<file path="src/design/storage_seq_map.svh">
// constants of the storage charge state sequencer
`ifndef STORAGE_SEQ_MAP_SVH
`define STORAGE_SEQ_MAP_SVH

// ==========================================================
// timing
`define CLK_KHZ 10000
`define STARTUP_MS 20
`define LOWBAT_US 16
`define WARN_PULSE_US 100
`define BOOST_KHZ 1000

// ==========================================================
// levels on the 5-bit storage node scale
`define CEIL_LO 5'h18
`define CEIL_HI 5'h1e
`define LVL_DEPLETED 5'h01

// ==========================================================
// field codes and reset values
`define ICH_EMERG 3'h4
`define ICH_RST 3'h0
`define VMIN_RST 3'h0
`define VFIX_RST 4'h0
`define VEW_RST 4'h0
`define VSET_RST 4'h0
`define PROF_RST 6'h01
`define PROF_FIXED 6'h00

`endif

</file>
<file path="src/design/storage_seq_pkg.sv">
// types of the storage charge state sequencer
package storage_seq_pkg;

  // ========================================================
  // operating states
  typedef enum logic [1:0] {
    ST_STARTUP = 2'b00,
    ST_STANDBY = 2'b01,
    ST_CHARGE = 2'b10,
    ST_ACTIVE = 2'b11
  } op_state_t;

endpackage

</file>
<file path="src/design/hold_timer.sv">
// persistence timer: done after a condition holds for N cycles
`timescale 1ns/100ps
module hold_timer #(
  parameter int W = 18,
  parameter logic [W-1:0] N = {{(W-1){1'b0}}, 1'b1}
) (
  input wire logic i_core_clk,
  input wire logic i_rst,
  input wire logic i_run,
  output logic o_done
);

  logic [W-1:0] cnt_r;
  logic [W-1:0] cnt_nxt;

  // count while running, saturate at the target, clear on drop
  always_comb begin
    cnt_nxt = '0;
    if (i_run) begin
      cnt_nxt = (cnt_r == N) ? cnt_r : cnt_r + 1'b1;
    end
  end

  always_ff @(posedge i_core_clk) begin
    if (i_rst) begin
      cnt_r <= '0;
    end else begin
      cnt_r <= cnt_nxt;
    end
  end

  assign o_done = i_run && (cnt_r == N);

endmodule // hold_timer

</file>
<file path="src/design/boost_phase_gen.sv">
// two-phase switch timing for the boost converter
`timescale 1ns/100ps
module boost_phase_gen #(
  parameter int HALF = 5
) (
  input wire logic i_core_clk,
  input wire logic i_rst,
  input wire logic i_en,
  output logic o_primary,
  output logic o_secondary
);

  logic [7:0] cnt_r;
  logic [7:0] cnt_nxt;
  logic sec_r;
  logic sec_nxt;
  logic pri_out_r;
  logic sec_out_r;

  // alternate phases every half period, idle when disabled
  always_comb begin
    cnt_nxt = 8'h00;
    sec_nxt = 1'b0;
    if (i_en) begin
      sec_nxt = sec_r;
      cnt_nxt = cnt_r + 8'h01;
      if (cnt_r == 8'(HALF - 1)) begin
        cnt_nxt = 8'h00;
        sec_nxt = !sec_r;
      end
    end
  end

  always_ff @(posedge i_core_clk) begin
    if (i_rst) begin
      cnt_r <= 8'h00;
      sec_r <= 1'b0;
      pri_out_r <= 1'b0;
      sec_out_r <= 1'b0;
    end else begin
      cnt_r <= cnt_nxt;
      sec_r <= sec_nxt;
      pri_out_r <= i_en && !sec_nxt;
      sec_out_r <= i_en && sec_nxt;
    end
  end

  assign o_primary = pri_out_r;
  assign o_secondary = sec_out_r;

endmodule // boost_phase_gen

</file>
<file path="src/design/storage_charge_state_sequencer.sv">
// operating-state sequencer of a battery energy manager
// ==========================================================
// Summary of operation
// above power-on level connect outputs; enter standby 20 ms later
// host waits about 20 ms before bus access; early writes ignored
// ready pin and ready bit low in standby
// on-demand, continuous, or start pin in auto mode leave standby
// settings kept while supply stays up; only reset clears them
// four normal current codes; code 4h emergency; floor still watched
// charging pauses below battery floor and resumes above it
// weak battery flag after floor dip longer than 16 us in charge
// target is fixed setting for profile 0, else learned target
// charge target never above the selected storage ceiling
// storage level reported as five-bit status; last value held while in standby
// on-demand enters active when end-of-charge level reached
// continuous stays in charge and tops up to the target
// on-demand active request enters active early
// on-demand active ends to standby when enable cleared
// continuous: request toggles active/charge; both cleared to standby
// enabled warning below threshold in active sets flag, pulses ready
// early-warning enable defaults to disabled
// output low in active sets alarm and ready low until next charge
// precharge below 1.6 V, constant-current boost above
// boost primary: storage and third switch; secondary: second, fourth
// active regulates outputs to the selected output level
// ready status bit mirrors ready pin
// continuous ready goes high when storage reaches fixed target
`timescale 1ns/100ps
`include "storage_seq_map.svh"
module storage_charge_state_sequencer
  import storage_seq_pkg::*;
#(
  parameter int STARTUP_CYC = `STARTUP_MS * `CLK_KHZ,
  parameter int WARN_PULSE_CYC = `WARN_PULSE_US * `CLK_KHZ / 1000
) (
  input wire logic i_core_clk,
  input wire logic i_rst,
  input wire logic i_por_ok,
  input wire logic i_start,
  input wire logic i_bat_low,
  input wire logic i_above_pre,
  input wire logic i_out_low,
  input wire logic [4:0] i_cap_level,
  input wire logic [3:0] i_vopt,
  input wire logic i_cfg_wr,
  input wire logic i_eod,
  input wire logic i_ecm,
  input wire logic i_act,
  input wire logic i_automode,
  input wire logic [2:0] i_ich,
  input wire logic [2:0] i_vmin,
  input wire logic [3:0] i_vfix,
  input wire logic i_vcapmax,
  input wire logic [5:0] i_prof,
  input wire logic i_eew,
  input wire logic [3:0] i_vew,
  input wire logic [3:0] i_vset,
  input wire logic i_status_clr,
  output logic [1:0] o_state,
  output logic o_out_connect,
  output logic o_ready,
  output logic o_ready_bit,
  output logic o_warning_flag,
  output logic o_output_alarm,
  output logic o_weak_battery,
  output logic [4:0] o_cap_level,
  output logic [4:0] o_charge_target,
  output logic o_precharge_on,
  output logic o_boost_on,
  output logic o_emergency,
  output logic [2:0] o_ich,
  output logic [2:0] o_vmin,
  output logic o_sw_cap,
  output logic o_sw2,
  output logic o_sw3,
  output logic o_sw4,
  output logic o_regulate,
  output logic [3:0] o_vset
);

  localparam int LOWBAT_CYC = `LOWBAT_US * `CLK_KHZ / 1000;
  localparam int BOOST_HALF = `CLK_KHZ / `BOOST_KHZ / 2;

  // maps a 4-bit voltage code onto the storage level scale
  function automatic logic [4:0] to_level(input logic [3:0] code);
    return {code, 1'b0};
  endfunction

  // ========================================================
  // pin synchronisers
  logic [4:0] sync1_r;
  logic [4:0] sync2_r;
  logic por_s, start_s, bat_low_s, above_pre_s, out_low_s;

  always_ff @(posedge i_core_clk) begin
    if (i_rst) begin
      sync1_r <= 5'h00;
      sync2_r <= 5'h00;
    end else begin
      sync1_r <= {i_por_ok, i_start, i_bat_low, i_above_pre, i_out_low};
      sync2_r <= sync1_r;
    end
  end
  assign {por_s, start_s, bat_low_s, above_pre_s, out_low_s} = sync2_r;

  // ========================================================
  // settings
  logic eod_r, ecm_r, act_r, auto_r, vcapmax_r, eew_r;
  logic eod_nxt, ecm_nxt, act_nxt, auto_nxt, vcapmax_nxt, eew_nxt;
  logic [2:0] ich_r, ich_nxt, vmin_r, vmin_nxt;
  logic [3:0] vfix_r, vfix_nxt, vew_r, vew_nxt, vset_r, vset_nxt;
  logic [5:0] prof_r, prof_nxt;
  op_state_t state_r, state_nxt;

  // load on write; writes during startup are dropped
  always_comb begin
    {eod_nxt, ecm_nxt, act_nxt, auto_nxt} = {eod_r, ecm_r, act_r, auto_r};
    {ich_nxt, vmin_nxt, vfix_nxt} = {ich_r, vmin_r, vfix_r};
    {vcapmax_nxt, prof_nxt, eew_nxt} = {vcapmax_r, prof_r, eew_r};
    {vew_nxt, vset_nxt} = {vew_r, vset_r};
    if (i_cfg_wr && state_r != ST_STARTUP) begin
      {eod_nxt, ecm_nxt, act_nxt, auto_nxt} = {i_eod, i_ecm, i_act,
                                               i_automode};
      {ich_nxt, vmin_nxt, vfix_nxt} = {i_ich, i_vmin, i_vfix};
      {vcapmax_nxt, prof_nxt, eew_nxt} = {i_vcapmax, i_prof, i_eew};
      {vew_nxt, vset_nxt} = {i_vew, i_vset};
    end
  end

  // only reset (loss of supply) returns defaults
  always_ff @(posedge i_core_clk) begin
    if (i_rst) begin
      {eod_r, ecm_r, act_r, auto_r} <= 4'h0;
      ich_r <= `ICH_RST;
      vmin_r <= `VMIN_RST;
      vfix_r <= `VFIX_RST;
      vcapmax_r <= 1'b0;
      prof_r <= `PROF_RST;
      eew_r <= 1'b0;
      vew_r <= `VEW_RST;
      vset_r <= `VSET_RST;
    end else begin
      {eod_r, ecm_r, act_r, auto_r} <= {eod_nxt, ecm_nxt, act_nxt, auto_nxt};
      {ich_r, vmin_r, vfix_r} <= {ich_nxt, vmin_nxt, vfix_nxt};
      {vcapmax_r, prof_r, eew_r} <= {vcapmax_nxt, prof_nxt, eew_nxt};
      {vew_r, vset_r} <= {vew_nxt, vset_nxt};
    end
  end

  // ========================================================
  // targets and level compares
  logic [4:0] ceil_lvl, want_lvl, end_lvl, fix_lvl;
  logic demand, reached, fix_reached, depleted, below_warn;

  always_comb begin
    ceil_lvl = vcapmax_r ? `CEIL_HI : `CEIL_LO;
    want_lvl = (prof_r == `PROF_FIXED) ? to_level(vfix_r)
                                       : to_level(i_vopt);
    end_lvl = (want_lvl > ceil_lvl) ? ceil_lvl : want_lvl;
    fix_lvl = (to_level(vfix_r) > ceil_lvl) ? ceil_lvl : to_level(vfix_r);
    reached = i_cap_level >= end_lvl;
    fix_reached = i_cap_level >= fix_lvl;
    depleted = i_cap_level < `LVL_DEPLETED;
    below_warn = i_cap_level < to_level(vew_r);
    demand = eod_r || (auto_r && start_s);
  end

  // ========================================================
  // timers
  logic startup_done, lowbat_done, pulse_done;
  logic pulse_r, pulse_nxt;

  hold_timer #(.W(18), .N(18'(STARTUP_CYC))) u_startup (
    .i_core_clk(i_core_clk),
    .i_rst(i_rst),
    .i_run(state_r == ST_STARTUP && por_s),
    .o_done(startup_done)
  );

  // one cycle beyond the limit: strictly longer than the dip time
  hold_timer #(.W(18), .N(18'(LOWBAT_CYC + 1))) u_lowbat (
    .i_core_clk(i_core_clk),
    .i_rst(i_rst),
    .i_run(state_r == ST_CHARGE && bat_low_s),
    .o_done(lowbat_done)
  );

  hold_timer #(.W(18), .N(18'(WARN_PULSE_CYC))) u_pulse (
    .i_core_clk(i_core_clk),
    .i_rst(i_rst),
    .i_run(pulse_r),
    .o_done(pulse_done)
  );

  // ========================================================
  // state machine
  logic cont_r, cont_nxt;

  always_comb begin
    state_nxt = state_r;
    cont_nxt = cont_r;
    unique case (state_r)
      ST_STARTUP: begin
        if (startup_done) begin
          state_nxt = ST_STANDBY;
        end
      end
      ST_STANDBY: begin
        cont_nxt = ecm_r;
        if (ecm_r || demand) begin
          state_nxt = ST_CHARGE;
        end
      end
      ST_CHARGE: begin
        if (cont_r) begin
          if (!ecm_r && !act_r) begin
            state_nxt = ST_STANDBY;
          end else if (act_r) begin
            state_nxt = ST_ACTIVE;
          end
        end else if (!demand) begin
          state_nxt = ST_STANDBY;
        end else if (act_r || reached) begin
          state_nxt = ST_ACTIVE;
        end
      end
      ST_ACTIVE: begin
        if (cont_r) begin
          if (!ecm_r && !act_r) begin
            state_nxt = ST_STANDBY;
          end else if (!act_r) begin
            state_nxt = ST_CHARGE;
          end
        end else if (!demand) begin
          state_nxt = ST_STANDBY;
        end
      end
    endcase
  end

  always_ff @(posedge i_core_clk) begin
    if (i_rst) begin
      state_r <= ST_STARTUP;
      cont_r <= 1'b0;
    end else begin
      state_r <= state_nxt;
      cont_r <= cont_nxt;
    end
  end

  // ========================================================
  // charge path, flags, ready
  logic run, pre_nxt, boost_nxt, boost_r, pre_r, reg_r, conn_r;
  logic weak_r, weak_nxt, alarm_r, alarm_nxt, warn_r, warn_nxt;
  logic base_r, base_nxt, rdy_r, rdy_nxt, fixq_r, actq_r;
  logic [4:0] lvl_r, lvl_nxt, tgt_r;
  logic chg_entry;

  always_comb begin
    // pause below floor; continuous tops up whenever below target
    run = state_r == ST_CHARGE && !bat_low_s && !reached;
    pre_nxt = run && !above_pre_s;
    boost_nxt = run && above_pre_s;
    chg_entry = state_nxt == ST_CHARGE && state_r != ST_CHARGE;
    lvl_nxt = (state_r == ST_STANDBY) ? lvl_r : i_cap_level;
    // hardware set wins over a clear in the same cycle
    weak_nxt = lowbat_done || (weak_r && !i_status_clr);
    alarm_nxt = (state_r == ST_ACTIVE && out_low_s) ||
                (alarm_r && !chg_entry);
    warn_nxt = (eew_r && state_r == ST_ACTIVE && below_warn) ||
               (warn_r && !i_status_clr);
    pulse_nxt = (warn_nxt && !warn_r) || (pulse_r && !pulse_done);
    base_nxt = 1'b0;
    if (state_nxt == ST_CHARGE || state_nxt == ST_ACTIVE) begin
      if (!cont_nxt) begin
        base_nxt = state_nxt == ST_ACTIVE && !depleted;
      end else begin
        base_nxt = (base_r || (fix_reached && !fixq_r)) &&
                   !depleted && !(actq_r && !act_r);
      end
    end
    rdy_nxt = base_nxt && !alarm_nxt && !pulse_nxt;
  end

  always_ff @(posedge i_core_clk) begin
    if (i_rst) begin
      {pre_r, boost_r, reg_r, conn_r} <= 4'h0;
      {weak_r, alarm_r, warn_r, pulse_r} <= 4'h0;
      {base_r, rdy_r, fixq_r, actq_r} <= 4'h0;
      lvl_r <= 5'h00;
      tgt_r <= 5'h00;
    end else begin
      pre_r <= pre_nxt;
      boost_r <= boost_nxt;
      reg_r <= state_nxt == ST_ACTIVE;
      conn_r <= por_s;
      {weak_r, alarm_r, warn_r, pulse_r} <= {weak_nxt, alarm_nxt, warn_nxt,
                                           pulse_nxt};
      {base_r, rdy_r} <= {base_nxt, rdy_nxt};
      fixq_r <= fix_reached;
      actq_r <= act_r;
      lvl_r <= lvl_nxt;
      tgt_r <= end_lvl;
    end
  end

  // boost switch phases
  logic prim, sec;
  boost_phase_gen #(.HALF(BOOST_HALF)) u_phase (
    .i_core_clk(i_core_clk),
    .i_rst(i_rst),
    .i_en(boost_r),
    .o_primary(prim),
    .o_secondary(sec)
  );

  // ========================================================
  // outputs
  assign o_sw_cap = prim;
  assign o_sw3 = prim;
  assign o_sw2 = sec;
  assign o_sw4 = sec;
  assign o_state = state_r;
  assign o_out_connect = conn_r;
  assign o_ready = rdy_r;
  assign o_ready_bit = rdy_r;
  assign o_warning_flag = warn_r;
  assign o_output_alarm = alarm_r;
  assign o_weak_battery = weak_r;
  assign o_cap_level = lvl_r;
  assign o_charge_target = tgt_r;
  assign o_precharge_on = pre_r;
  assign o_boost_on = boost_r;
  assign o_emergency = ich_r == `ICH_EMERG;
  assign o_ich = ich_r;
  assign o_vmin = vmin_r;
  assign o_regulate = reg_r;
  assign o_vset = vset_r;
endmodule // storage_charge_state_sequencer

</file>
<file path="config.mk">
export PLATFORM = sky130hd
export DESIGN_NAME = storage_charge_state_sequencer
export DESIGN_NICKNAME = d
export VERILOG_FILES = /design/src/design/storage_seq_pkg.sv /design/src/design/hold_timer.sv /design/src/design/boost_phase_gen.sv /design/src/design/storage_charge_state_sequencer.sv
export VERILOG_INCLUDE_DIRS = /design/src /design/src/design
export SDC_FILE = /design/constraint.sdc
export NUM_CORES = 1
export LEC_CHECK = 0
export ABC_AREA = 1
export BUFFER_PORTS_ARGS = -buffer_cell sky130_fd_sc_hd__buf_2
export CAP_MARGIN = 25
export CELL_PAD_IN_SITES_DETAIL_PLACEMENT = 1
export CELL_PAD_IN_SITES_GLOBAL_PLACEMENT = 2
export CORE_MARGIN = 3
export CORE_UTILIZATION = 32
export DETAILED_ROUTE_END_ITERATION = 6
export GPL_ROUTABILITY_DRIVEN = 0
export HOLD_SLACK_MARGIN = 0.12
export PLACE_DENSITY_LB_ADDON = 0.1
export SETUP_SLACK_MARGIN = 0.02
export SLEW_MARGIN = 25
export SYNTH_ARGS = -nofsm -noshare
export SYNTH_HDL_FRONTEND = slang
export SYNTH_SLANG_ARGS = --single-unit
</file>
<file path="constraint.sdc">
create_clock -name i_core_clk -period 2.9 [get_ports i_core_clk]
set_input_delay 0.435 -clock i_core_clk [delete_from_list [all_inputs] [get_ports i_core_clk]]
set_output_delay 0.435 -clock i_core_clk [all_outputs]
set_load 0.02 [all_outputs]
</file>
# After elaboration in Yosys (flattened, before gate mapping)
# Index checks and enable logic that the tools add are counted.
[classes]
order_cmp = 6
add_sub_neg = 4
eq_ne = 11
bitwise = 4
n_reduce_logical = 62
n_mux = 21
[op_table]
columns = ["cell", "count"]
rows = [
  ["$add A18 B1 Y18 const B", 3],
  ["$logic_and A1 B1 Y1", 30],
  ["$mux W2", 11],
  ["$eq A18 B10 Y1 const B", 1],
  ["$eq A18 B18 Y1 const B", 1],
  ["$eq A18 B8 Y1 const B", 1],
  ["$logic_not A1 Y1", 16],
  ["$mux W5", 3],
  ["$ge A5 B5 Y1", 2],
  ["$gt A5 B5 Y1", 2],
  ["$logic_or A1 B1 Y1", 9],
  ["$add A8 B1 Y8 const B", 1],
  ["$eq A2 B2 Y1 const B", 4],
  ["$eq A8 B3 Y1 const B", 1],
  ["$pmux W2 S4", 1],
  ["$logic_not A6 Y1", 1],
  ["$reduce_or A2 Y1", 3],
  ["$lt A5 B1 Y1 const B", 1],
  ["$lt A5 B5 Y1", 1],
  ["$mux W1", 5],
  ["$not A1 Y1", 4],
  ["$eq A3 B3 Y1 const B", 1],
  ["$mux W3", 1],
  ["$reduce_or A3 Y1", 1],
  ["other kinds (4)", 4],
]
[word_totals]
elab_cells = 145
in_bits = 48
ff_bits = 130
output_inout_bits = 36

# Longest topological paths before layout
# Gate-level depths: netlist of run 1.
[depth]
word_depth = 18
mapped_depth = 23
ltp_nobuf = 23

# Modules after synthesis
# A second synthesis of run 1 with hierarchy kept.
[unflattened]
cells_unflattened = 914
hier_area_um2 = 6398.6
[by_module_without_submodules]
columns = ["module", "seq_area_each_um2", "area_per_inst_um2", "n_inst", "cells_per_inst"]
rows = [
  ["storage_charge_state_sequencer", 1281.2, 2778.9, 1, 368],
  ["hold_timer (u_startup)", 360.3, 1061.0, 1, 165],
  ["hold_timer (u_pulse)", 360.3, 1034.7, 1, 159],
  ["hold_timer (u_lowbat)", 360.3, 1001.0, 1, 147],
  ["boost_phase_gen", 200.2, 523.0, 1, 75],
]

# Worst setup path before layout of run 1
# Ideal clock, no wire load.
[synth_timing]
path_kind = "register -> register"
start = "register prof_r[3]"
end = "register rdy_r, in the netlist o_ready"
setup_ps = 112
period_less_slack_ps = 2583
path_buffers = 0
arrival_time_ps = 2471
setup_slack_ps = 317
stages_incl_launch_ff = 22
t_required_ps = 2788
cell_sequence = "dfxtp_1 nor2_1 nand3_1 o21ai_0 ha_1 a21oi_1 nor2_1 nand3_1 nand2_1 nand2_1 inv_1 ha_1 nand2_1 inv_1 a21oi_1 nand3_1 nand2_1 nand3_1 nand2_1 nand2_1 nand3_1 nor2_1"
[synth_via]
elab_chain_len = 18
word_cells_on_any_way = 23
classes_between = "2 x order compare; 2 x eq/ne; 8 x mux; 11 x reduce/logical"
[synth_lines]
columns = ["element", "line_no", "source"]
rows = [
  ["from (decl)", "storage_charge_state_sequencer.sv:112", "logic [5:0] prof_r, prof_nxt;"],
  ["from (signal assigned)", "storage_charge_state_sequencer.sv:138", "prof_r <= `PROF_RST;"],
  ["from (signal assigned)", "storage_charge_state_sequencer.sv:145", "{vcapmax_r, prof_r, eew_r} <= {vcapmax_nxt, prof_nxt, eew_nxt};"],
  ["$logic_not A6 Y1 (no source line) (*)", "n/a", ""],
  ["$mux W5 (*)", "storage_charge_state_sequencer.sv:157", "want_lvl = (prof_r == `PROF_FIXED) ? to_level(vfix_r)"],
  ["$gt A5 B5 Y1", "storage_charge_state_sequencer.sv:159", "end_lvl = (want_lvl > ceil_lvl) ? ceil_lvl : want_lvl;"],
  ["$mux W5 (*)", "storage_charge_state_sequencer.sv:159", ""],
  ["named net end_lvl[1]", "storage_charge_state_sequencer.sv:152", "logic [4:0] ceil_lvl, want_lvl, end_lvl, fix_lvl;"],
  ["$ge A5 B5 Y1 (*)", "storage_charge_state_sequencer.sv:161", "reached = i_cap_level >= end_lvl;"],
  ["$logic_or A1 B1 Y1 (*)", "storage_charge_state_sequencer.sv:223", "end else if (act_r || reached) begin"],
  ["$mux W2 (*)", "storage_charge_state_sequencer.sv:223", ""],
  ["(+2 left out)", "n/a", ""],
  ["$pmux W2 S4 (*)", "storage_charge_state_sequencer.sv:202", "unique case (state_r)"],
  ["$eq A2 B2 Y1", "storage_charge_state_sequencer.sv:264, storage_charge_state_sequencer.sv:274", ""],
  ["$logic_and A1 B1 Y1", "storage_charge_state_sequencer.sv:264", "chg_entry = state_nxt == ST_CHARGE && state_r != ST_CHARGE;"],
  ["$logic_not A1 Y1", "storage_charge_state_sequencer.sv:269", "(alarm_r && !chg_entry);"],
  ["$logic_and A1 B1 Y1", "storage_charge_state_sequencer.sv:269", ""],
  ["$logic_or A1 B1 Y1", "storage_charge_state_sequencer.sv:268", "alarm_nxt = (state_r == ST_ACTIVE && out_low_s) ||"],
  ["$logic_not A1 Y1", "storage_charge_state_sequencer.sv:282", "rdy_nxt = base_nxt && !alarm_nxt && !pulse_nxt;"],
  ["$logic_and A1 B1 Y1 (*) (2 in series)", "storage_charge_state_sequencer.sv:282", ""],
  ["to (signal assigned)", "storage_charge_state_sequencer.sv:299", "{base_r, rdy_r} <= {base_nxt, rdy_nxt};"],
  ["to (decl)", "storage_charge_state_sequencer.sv:255", "logic base_r, base_nxt, rdy_r, rdy_nxt, fixq_r, actq_r;"],
]
# The timed path passes the listed nets; every way through them passes the cells marked *.
# A chain may end at the register's enable or synchronous reset.

# Final worst setup path of run 1
[layout_timing]
start = "register prof_r[4]"
end = "register rdy_r, in the netlist o_ready"
# Same word-level chain as after synthesis.

==> results of run 1 <==
==> power by group through the flow <==
| stage | sequential (mW) | clock, mW | combinational [mW] |
|---|---|---|---|
| after floorplan | 1.83 | 0 | 0.0701 |
| after detailed placement | 1.82 | 0 | 0.152 |
| after CTS | 1.78 | 2.28 | 0.156 |
| after global placement | 1.82 | 0 | 0.147 |
| final | 1.78 | 2.22 | 0.162 |
| after global routing | 1.78 | 2.37 | 0.184 |
==> stage by stage <==
step / std cells / TNS (ps) / instance area (sq um) / util, %
2_1_floorplan: 774 / 0 / 5750 / -
3_3_place_gp: 1068 / 0 / 6400 / 36.6
3_5_place_dp: 1068 / -314 / 6400 / 36.6
4_1_cts: 1101 / 0 / 7050 / 40.3
5_1_grt: 1101 / -115 / 7170 / 41.0
6_report: 1101 / 0 / 7170 / 41.0
==> area by class of cell <==
type	count	area [sq um]	share of cell area [%]
Sequential cell	128	2570	35.8
Clock buffer	20	457	6.37
Timing Repair Buffer	90	470	6.56
Inverter	128	482	6.72
Multi-Input combinational cell	498	2760	38.4
Clock inverter	12	160	2.23
Tap cell	225	282	3.93
==> registers in the layout (all words and copies together), names as in the netlist, 5 cells and up <==
signal	count
u_startup.cnt_r	18
u_phase.cnt_r	8
sync2_r	5
prof_r	6
u_lowbat.cnt_r	18
u_pulse.cnt_r	18
o_cap_level	5
sync1_r	5
==> layout by cell type (no fill, tap or decap), types with 3 or more instances in the layout <==
cell type / synthesis / final
sky130_fd_sc_hd__nand3_1: 32 / 28
sky130_fd_sc_hd__clkinv_4: 0 / 4
sky130_fd_sc_hd__nand2_1: 96 / 90
sky130_fd_sc_hd__nor2_1: 115 / 110
sky130_fd_sc_hd__ha_1: 23 / 20
sky130_fd_sc_hd__a211oi_1: 3 / 3
sky130_fd_sc_hd__nand4_1: 14 / 14
sky130_fd_sc_hd__a31oi_1: 4 / 4
sky130_fd_sc_hd__nand3_2: 5 / 8
sky130_fd_sc_hd__o21ai_0: 66 / 64
sky130_fd_sc_hd__nor2_4: 4 / 9
sky130_fd_sc_hd__dfxtp_1: 128 / 125
sky130_fd_sc_hd__nor3_2: 4 / 4
sky130_fd_sc_hd__clkinvlp_4: 0 / 4
sky130_fd_sc_hd__a21oi_1: 65 / 62
sky130_fd_sc_hd__nand3b_1: 3 / 3
sky130_fd_sc_hd__nand2_2: 4 / 10
sky130_fd_sc_hd__buf_4: 5 / 8
sky130_fd_sc_hd__clkbuf_16: 0 / 17
sky130_fd_sc_hd__nor3_1: 22 / 22
sky130_fd_sc_hd__bufinv_16: 0 / 3
sky130_fd_sc_hd__xor2_1: 9 / 9
sky130_fd_sc_hd__inv_1: 126 / 124
sky130_fd_sc_hd__buf_2: 5 / 82
sky130_fd_sc_hd__nor4_1: 7 / 7
sky130_fd_sc_hd__o21ai_1: 2 / 3
sky130_fd_sc_hd__dfxtp_2: 0 / 3
sky130_fd_sc_hd__o21a_1: 4 / 4
sky130_fd_sc_hd__nor3b_1: 4 / 4
==> cells by family after synthesis <==
kind of cell / after synthesis / share of synthesized area (%)
AND/OR/NAND/NOR: 315 / 25.2
AO/OA/AOI/OAI: 150 / 13.7
buffers and inverters: 148 / 10.1
flip-flops: 128 / 44.5
adder cells (fa/ha/maj): 23 / 5.00
XOR/XNOR: 9 / 1.37
other: 1 / 0.0652
==> path summary, 6_finish.rpt <==
check	from	endpoint	slack (ps)	cells past startpoint
max	prof_r[4]	o_ready	150	22
min	i_above_pre	sync1_r[1]	220	3
max reg2reg	prof_r[4]	o_ready	150	22
min reg2reg	sync1_r[3]	sync2_r[3]	410	2
==> repair_timing <==
| item | in CTS | in global routing |
|---|---|---|
| gates resized for setup | 9 | 29 |
| setup buffers | 1 | 0 |
| endpoints found under the setup margin | 4 | 5 |
| pin swaps | 11 | 17 |
==> metal layers <==
| metal | GRT usage (%) | routed length [microns] |
|---|---|---|
| met2 | 26.7 | 7370 |
| met1 | 19.6 | 6950 |
| met4 | 6.43 | 294 |
| met3 | 4.75 | 697 |
| met5 | 0 | 0 |
==> worst register-to-register path: cells and delay by family, from the launching register on <==
family / cells / cell delay [ps]
compound gates: 3 / 520
fa+ha+maj: 2 / 500
buf+inv: 3 / 140
flops: 1 / 330
simple gates: 14 / 1170
==> summary.md, run 1 <==
| Metric | Value |
|---|---|
| Result of the run | complete, no violations |
| Die width | 140 microns |
| Worst-case clock buffer depth | 2 |
| Number of vias per cell after detailed routing | 4.75 |
| Post-DP HPWL | 11,600 microns |
| H-tree Lvls | 4 |
| Critical path's slowest cell | sky130_fd_sc_hd__dfxtp_2 |
| Die height | 140 microns |
| Number of nets in the finished design | 934 |
| Area share of the leading cell type in the synthesized netlist | 44.5% |
| Count of TritonRoute iterations in the first routing pass | 4 |
| Remaining Overflow, GRT | 0 |
| EDFF count, synth | 0 |
| Via count | 5,225 |
| Area of the core | 0.0175 sq mm |
| Final period util | 94.9% |
| Critical path's top delay family | simple AND/OR/NAND/NOR gates |
| Fin. max-slew vios | 0 |
| Power density of the placed cells | 581 mW/mm^2 |
| Diodes inserted | 0 |
| Initial antenna violation count | 0 |
| Area of the die | 0.0196 sq mm |
| Highest net fanout along the worst path | 6 |
| Number of instances in the synthesized netlist | 774 |
| Worst-margin pin slew | 614 ps |
| Count of state elements after synthesis | 128 |
| Data required, critical path | 3210 ps |
| Post-CTS clock slew at the launch and capture registers of the worst setup and hold paths | 60 ps |
| Cell-internal power | 3.24 mW |
| Crit end category | flop |
| Growth of design area from synthesis to finish | 24.6% |
| Part of the power in the clock network | 53.3% |
| Antenna-violating nets left | 0 |
| Proportion of register bits with asynchronous set or reset after synthesis | 0% |
| Top cells by area in the synthesized netlist | sky130_fd_sc_hd__dfxtp_1 45%, sky130_fd_sc_hd__inv_1 8.2%, sky130_fd_sc_hd__nor2_1 7.5%, sky130_fd_sc_hd__nand2_1 6.3%, sky130_fd_sc_hd__o21ai_0 5.7% |
| Average wire length per cell after detail routing | 13.9 microns |
| Switching power as a share of total power | 22.1% |
| Slew Limit Headroom | 58.7% |
| Fill cell total of the finished layout | 2,145 |
| Number of buffers added to fix hold violations after cts | 0 |
| Post-synth top flop | sky130_fd_sc_hd__dfxtp_1 |
| Crit Path Class | reg -> reg |
| Synthesized cell area | 0.00575 sq mm |
| Number of port buffers | 82 |
| Total Routed Length | 15,300 microns |
| Maximum clock frequency | 0.363 GHz |
| Switching Power | 922 uW |
| Clock period minus final worst setup slack | 2750 ps |
| Number of ports placed on the die boundary | 84 |
| Sequential element share of the synthesized area | 44.5% |
| Worst-case setup margin in the final layout | 148 ps |
| Layout cells sized above 1 | 19.6% |
| Vias in the first global route | 5,342 |
| Worst path bufs/invs | 3 |
| Critical Path Max Stage Delay | 330 ps |
| Worst slack on hold paths | 221 ps |
| Top post-synthesis cells by count | 128 x sky130_fd_sc_hd__dfxtp_1, 126 x sky130_fd_sc_hd__inv_1, 115 x sky130_fd_sc_hd__nor2_1, 96 x sky130_fd_sc_hd__nand2_1, 66 x sky130_fd_sc_hd__o21ai_0 |
| Cells along the critical path | nor2_4 -> nand3_4 -> a21oi_4 -> ha_2 -> inv_2 -> a21oi_4 -> nor2_4 -> nand3_2 -> nand2_1 -> nand2_1 -> inv_1 -> ha_1 -> nand2_1 -> inv_1 -> a21oi_2 -> nand3_1 -> nand2_2 -> nand3_2 -> nand2_2 -> nand2_2 -> nand3_2 -> nor2_1 |
| Cell type with the highest aggregate area in the netlist | sky130_fd_sc_hd__dfxtp_1 |
| Hold violation total from the final report | 0 |
| Initial standard-cell utilization of the core | 32.9% |
| Count of warnings emitted by yosys | 0 |
| Startpoint kind of the worst setup timing path | flop |
| PnR Total Power | 4.16 mW |
| Reported leakage power | 2.96 nW |
| Post-synth net total | 845 |
| Maximum number of pins on one net before global-route repair | 41 |
| Dominant cell by count in the synthesized netlist | sky130_fd_sc_hd__dfxtp_1 |
| Arrival time at the worst endpoint | 3070 ps |
| Worst slack after detailed placement | -147 ps |
| Final setup violation count | 0 |
| First-iteration detailed-routing DRC count | 235 |
| Skew-Pair Late Insertion Delay | 420 ps |
| Max-cap violations | 0 |
| Sinks on the clock net | 128 |
| Cell row count | 48 |
| Peak ir drop on the vdd network | 0.426 mV |
| # DRC | 0 |
| Wire length of the first global-routing pass | 25,700 microns |
| Netlist cell types | 37 |
| TritonCTS buffer count | 17 |
| Global Route Usage Sum | 16.1% |
| Per-instance average area after synthesis | 7.43 sq um |
| Clock tree from TritonCTS | yes |
| Reg power frac | 42.8% |
| Buffer cell driving the clock tree root | sky130_fd_sc_hd__clkbuf_16 |
| RSZ-0062 raised after global routing | true |
| Min-delay worst type | in -> reg |
| Combinational power share | 3.9% |
| Worst clock skew on the final layout | 9.93 ps |
Note: power is estimated with default switching activity, not from simulation.
==> inputs of run 2 (changes only) <==
- CORE_MARGIN: 3 -> unset
==> summary.md, run 2 (synthesis gave the netlist of run 1 again) <==
| Metric | Value |
|---|---|
| Fin. max-slew vios | 0 (unchanged) |
| Area of the core | 0.0174 sq mm (-0.34%) |
| Post-DP HPWL | 11,600 microns (+0.60%) |
| Antenna-violating nets left | 0 (unchanged) |
| Global Route Usage Sum | 17.5% (+1.4 points) |
| Result of the run | complete, no violations |
| Worst Setup SP | prof_r[0] |
| Endpoint of the worst-slack reg-to-reg timing path | o_ready |
| Skew-Pair Late Insertion Delay | 420 ps (about the same) |
| Vias in the first global route | 5,378 (+0.67%) |
| # DRC | 0 (unchanged) |
| Critical Path Max Stage Delay | 330 ps (about the same) |
| Most frequent cells in the layout | 126 x sky130_fd_sc_hd__inv_1, 125 x sky130_fd_sc_hd__dfxtp_1, 111 x sky130_fd_sc_hd__nor2_1, 92 x sky130_fd_sc_hd__nand2_1, 82 x sky130_fd_sc_hd__buf_2 |
| Number of vias per cell after detailed routing | 4.76 (+0.21%) |
| Crit Path Class | reg -> reg |
| Wire length of the first global-routing pass | 25,300 microns (-1.7%) |
| Worst-case clock buffer depth | 2 (unchanged) |
| Initial standard-cell utilization of the core | 33.0% (+0.11 points) |
| Slew Limit Headroom | 61.4% (+2.7 points) |
| Reported leakage power | 2.97 nW (+0.28%) |
| Diodes inserted | 0 (unchanged) |
| RSZ-0062 raised after global routing | true |
| Total number of cells along the worst setup path | 21 (-4.5%) |
| Part of the power in the clock network | 53.7% (+0.4 points) |
| Maximum clock frequency | 0.369 GHz (+1.6%) |
| Depth of the worst register-to-register path | 21 (-4.5%) |
| Data required, critical path | 3210 ps (about the same) |
| Switching power as a share of total power | 21.7% (-0.40 points) |
| Clock tree from TritonCTS | yes |
| Crit end category | flop |
| Combinational power share | 3.7% (-0.2 points) |
| Maximum number of pins on one net before global-route repair | 40 (-2.4%) |
| H-tree Lvls | 4 (unchanged) |
| Setup slack of the worst register-to-register path | 190 ps (+40 ps) |
| Final setup violation count | 0 (unchanged) |
| Cell-internal power | 3.27 mW (+0.82%) |
| First-iteration detailed-routing DRC count | 168 (-29%) |
| Average wire length per cell after detail routing | 13.9 microns (about the same) |
| Cells along the critical path | nor2_4 -> nand3_4 -> nand2_2 -> o21ai_2 -> ha_1 -> a21oi_2 -> nor2_2 -> nand3_2 -> nand2_1 -> nand2_1 -> ha_1 -> inv_1 -> nor2_1 -> o21bai_1 -> nand3_1 -> nand2_2 -> nand3_2 -> nand2_2 -> nand2_2 -> nand3_2 -> nor2_1 |
| Final cell utilization of the core | 40.8% (-0.23 points) |
| Fill cell total of the finished layout | 2,166 (+0.98%) |
| Initial antenna violation count | 0 (unchanged) |
| Worst path bufs/invs | 1 (-2) |
| Remaining Overflow, GRT | 0 (unchanged) |
| Total Routed Length | 15,300 microns (about the same) |
| Most common cell after layout, fill and taps aside | sky130_fd_sc_hd__inv_1 |
| CP most frequent cell | sky130_fd_sc_hd__nand2_2 |
| Termination of the worst setup path | o_ready |
| Number of ports placed on the die boundary | 84 (unchanged) |
| Critical path's top delay family | simple AND/OR/NAND/NOR gates |
| Final period util | 93.4% (-1.5 points) |
| Worst-margin pin slew | 573 ps (-40.2 ps) |
| Worst clock skew on the final layout | 8.27 ps (-1.66 ps) |
| TritonCTS buffer count | 17 (unchanged) |
| Via count | 5,236 (+0.21%) |
| Layout cells sized above 1 | 18.8% (-0.80 points) |
| Count of TritonRoute iterations in the first routing pass | 6 (+2) |
| Min-delay worst type | in -> reg |
| Startpoint kind of the worst setup timing path | flop |
| Die height | 136 microns (-2.9%) |
| Number of nets in the finished design | 934 (unchanged) |
| Reg power frac | 42.6% (-0.2 points) |
| Switching Power | 908 uW (-1.5%) |
| Startpoint of the most critical register-to-register path | prof_r[0] |
| Sinks on the clock net | 128 (unchanged) |
| Post-CTS clock slew at the launch and capture registers of the worst setup and hold paths | 60 ps (about the same) |
| Peak ir drop on the vdd network | 0.411 mV (-3.5%) |
| Hold violation total from the final report | 0 (unchanged) |
| Number of buffers added to fix hold violations after cts | 0 (unchanged) |
| Power density of the placed cells | 588 mW/mm^2 (+1.2%) |
| Final instance count without filler cells | 1,101 (unchanged) |
| Die width | 136 microns (-2.9%) |
| Growth of design area from synthesis to finish | 23.5% |
| Number of port buffers | 82 (unchanged) |
| Arrival time at the worst endpoint | 3020 ps (-50 ps) |
| Max-cap violations | 0 (unchanged) |
| Area of the die | 0.0185 sq mm (-5.6%) |
| Largest registers in the final layout | u_lowbat.cnt_r (18), u_pulse.cnt_r (18), u_startup.cnt_r (18) |
| Highest net fanout along the worst path | 5 (-1) |
| Cell row count | 48 (unchanged) |
| Buffer cell driving the clock tree root | sky130_fd_sc_hd__clkbuf_16 |
| Placed cell count | 1,068 (unchanged) |
| Clock period minus final worst setup slack | 2710 ps (-43.3 ps) |
| Critical path's slowest cell | sky130_fd_sc_hd__dfxtp_2 |
-- run 2: power groups by stage --
stage	combinational, mW	clock [mW]	sequential, mW
after floorplan	0.0701	0	1.83
after global placement	0.147	0	1.82
after detailed placement	0.152	0	1.82
after CTS	0.153	2.30	1.78
after global routing	0.175	2.40	1.78
final	0.153	2.24	1.78
-- run 2: worst min path at each step --
stage | start | end | slack, ps | depth (start not counted)
floorplan | sync1_r[0] | sync2_r[0] | 390 | 2
global placement | sync1_r[3] | sync2_r[3] | 400 | 2
detailed placement | sync1_r[3] | sync2_r[3] | 400 | 2
CTS | i_out_low | sync1_r[0] | 210 | 3
global route | i_out_low | sync1_r[0] | 220 | 3
finish | i_out_low | sync1_r[0] | 230 | 3
-- run 2: final cells by class --
class                           count  area (sq um)  share of cell area (%)
Clock buffer                       17           425                    5.99
Clock inverter                     15           194                    2.73
Inverter                          128           482                    6.78
Multi-Input combinational cell    498          2690                    37.8
Sequential cell                   128          2570                    36.1
Tap cell                          225           282                    3.96
Timing Repair Buffer               90           470                    6.62
-- run 2: worst reg2reg max path: stages, from the launching register on --
cell                       delay (ps)
sky130_fd_sc_hd__dfxtp_2          330
sky130_fd_sc_hd__nor2_4           120
sky130_fd_sc_hd__nand3_4          120
sky130_fd_sc_hd__nand2_2           90
sky130_fd_sc_hd__o21ai_2           60
sky130_fd_sc_hd__ha_1             310
sky130_fd_sc_hd__a21oi_2           60
sky130_fd_sc_hd__nor2_2           130
sky130_fd_sc_hd__nand3_2          100
sky130_fd_sc_hd__nand2_1           80
sky130_fd_sc_hd__nand2_1           70
sky130_fd_sc_hd__ha_1             290
sky130_fd_sc_hd__inv_1             60
sky130_fd_sc_hd__nor2_1            30
sky130_fd_sc_hd__o21bai_1         180
sky130_fd_sc_hd__nand3_1          110
sky130_fd_sc_hd__nand2_2          120
sky130_fd_sc_hd__nand3_2           80
sky130_fd_sc_hd__nand2_2           80
sky130_fd_sc_hd__nand2_2           50
sky130_fd_sc_hd__nand3_2           90
sky130_fd_sc_hd__nor2_1            40
-- run 2: layer usage --
metal  up-vias  GRT usage [%]  share of wire (%)
met4         0           6.48                1.6
met1      2460           20.7                 47
met3        14           5.15                3.8
met5         -              0                  0
met2        87           29.6                 48
li1       2675              -                  -
-- run 2: stage by stage --
stage          power (mW)  instance area [sq um]  setup WS, ps  TNS, ps  hold slack, ps
2_1_floorplan        1.90                   5750           317        0             388
3_3_place_gp         1.97                   6400          35.2        0             395
3_5_place_dp         1.97                   6400         -86.0     -169             402
4_1_cts              4.24                   7020          20.2        0             206
5_1_grt              4.36                   7110         -87.7     -172             219
6_report             4.18                   7110           191        0             227
-- run 2: timing repair --
action	in CTS	in global routing
gates resized for setup	2	22
setup endpoints to repair	3	4
setup buffers	0	1
pin swaps	0	15
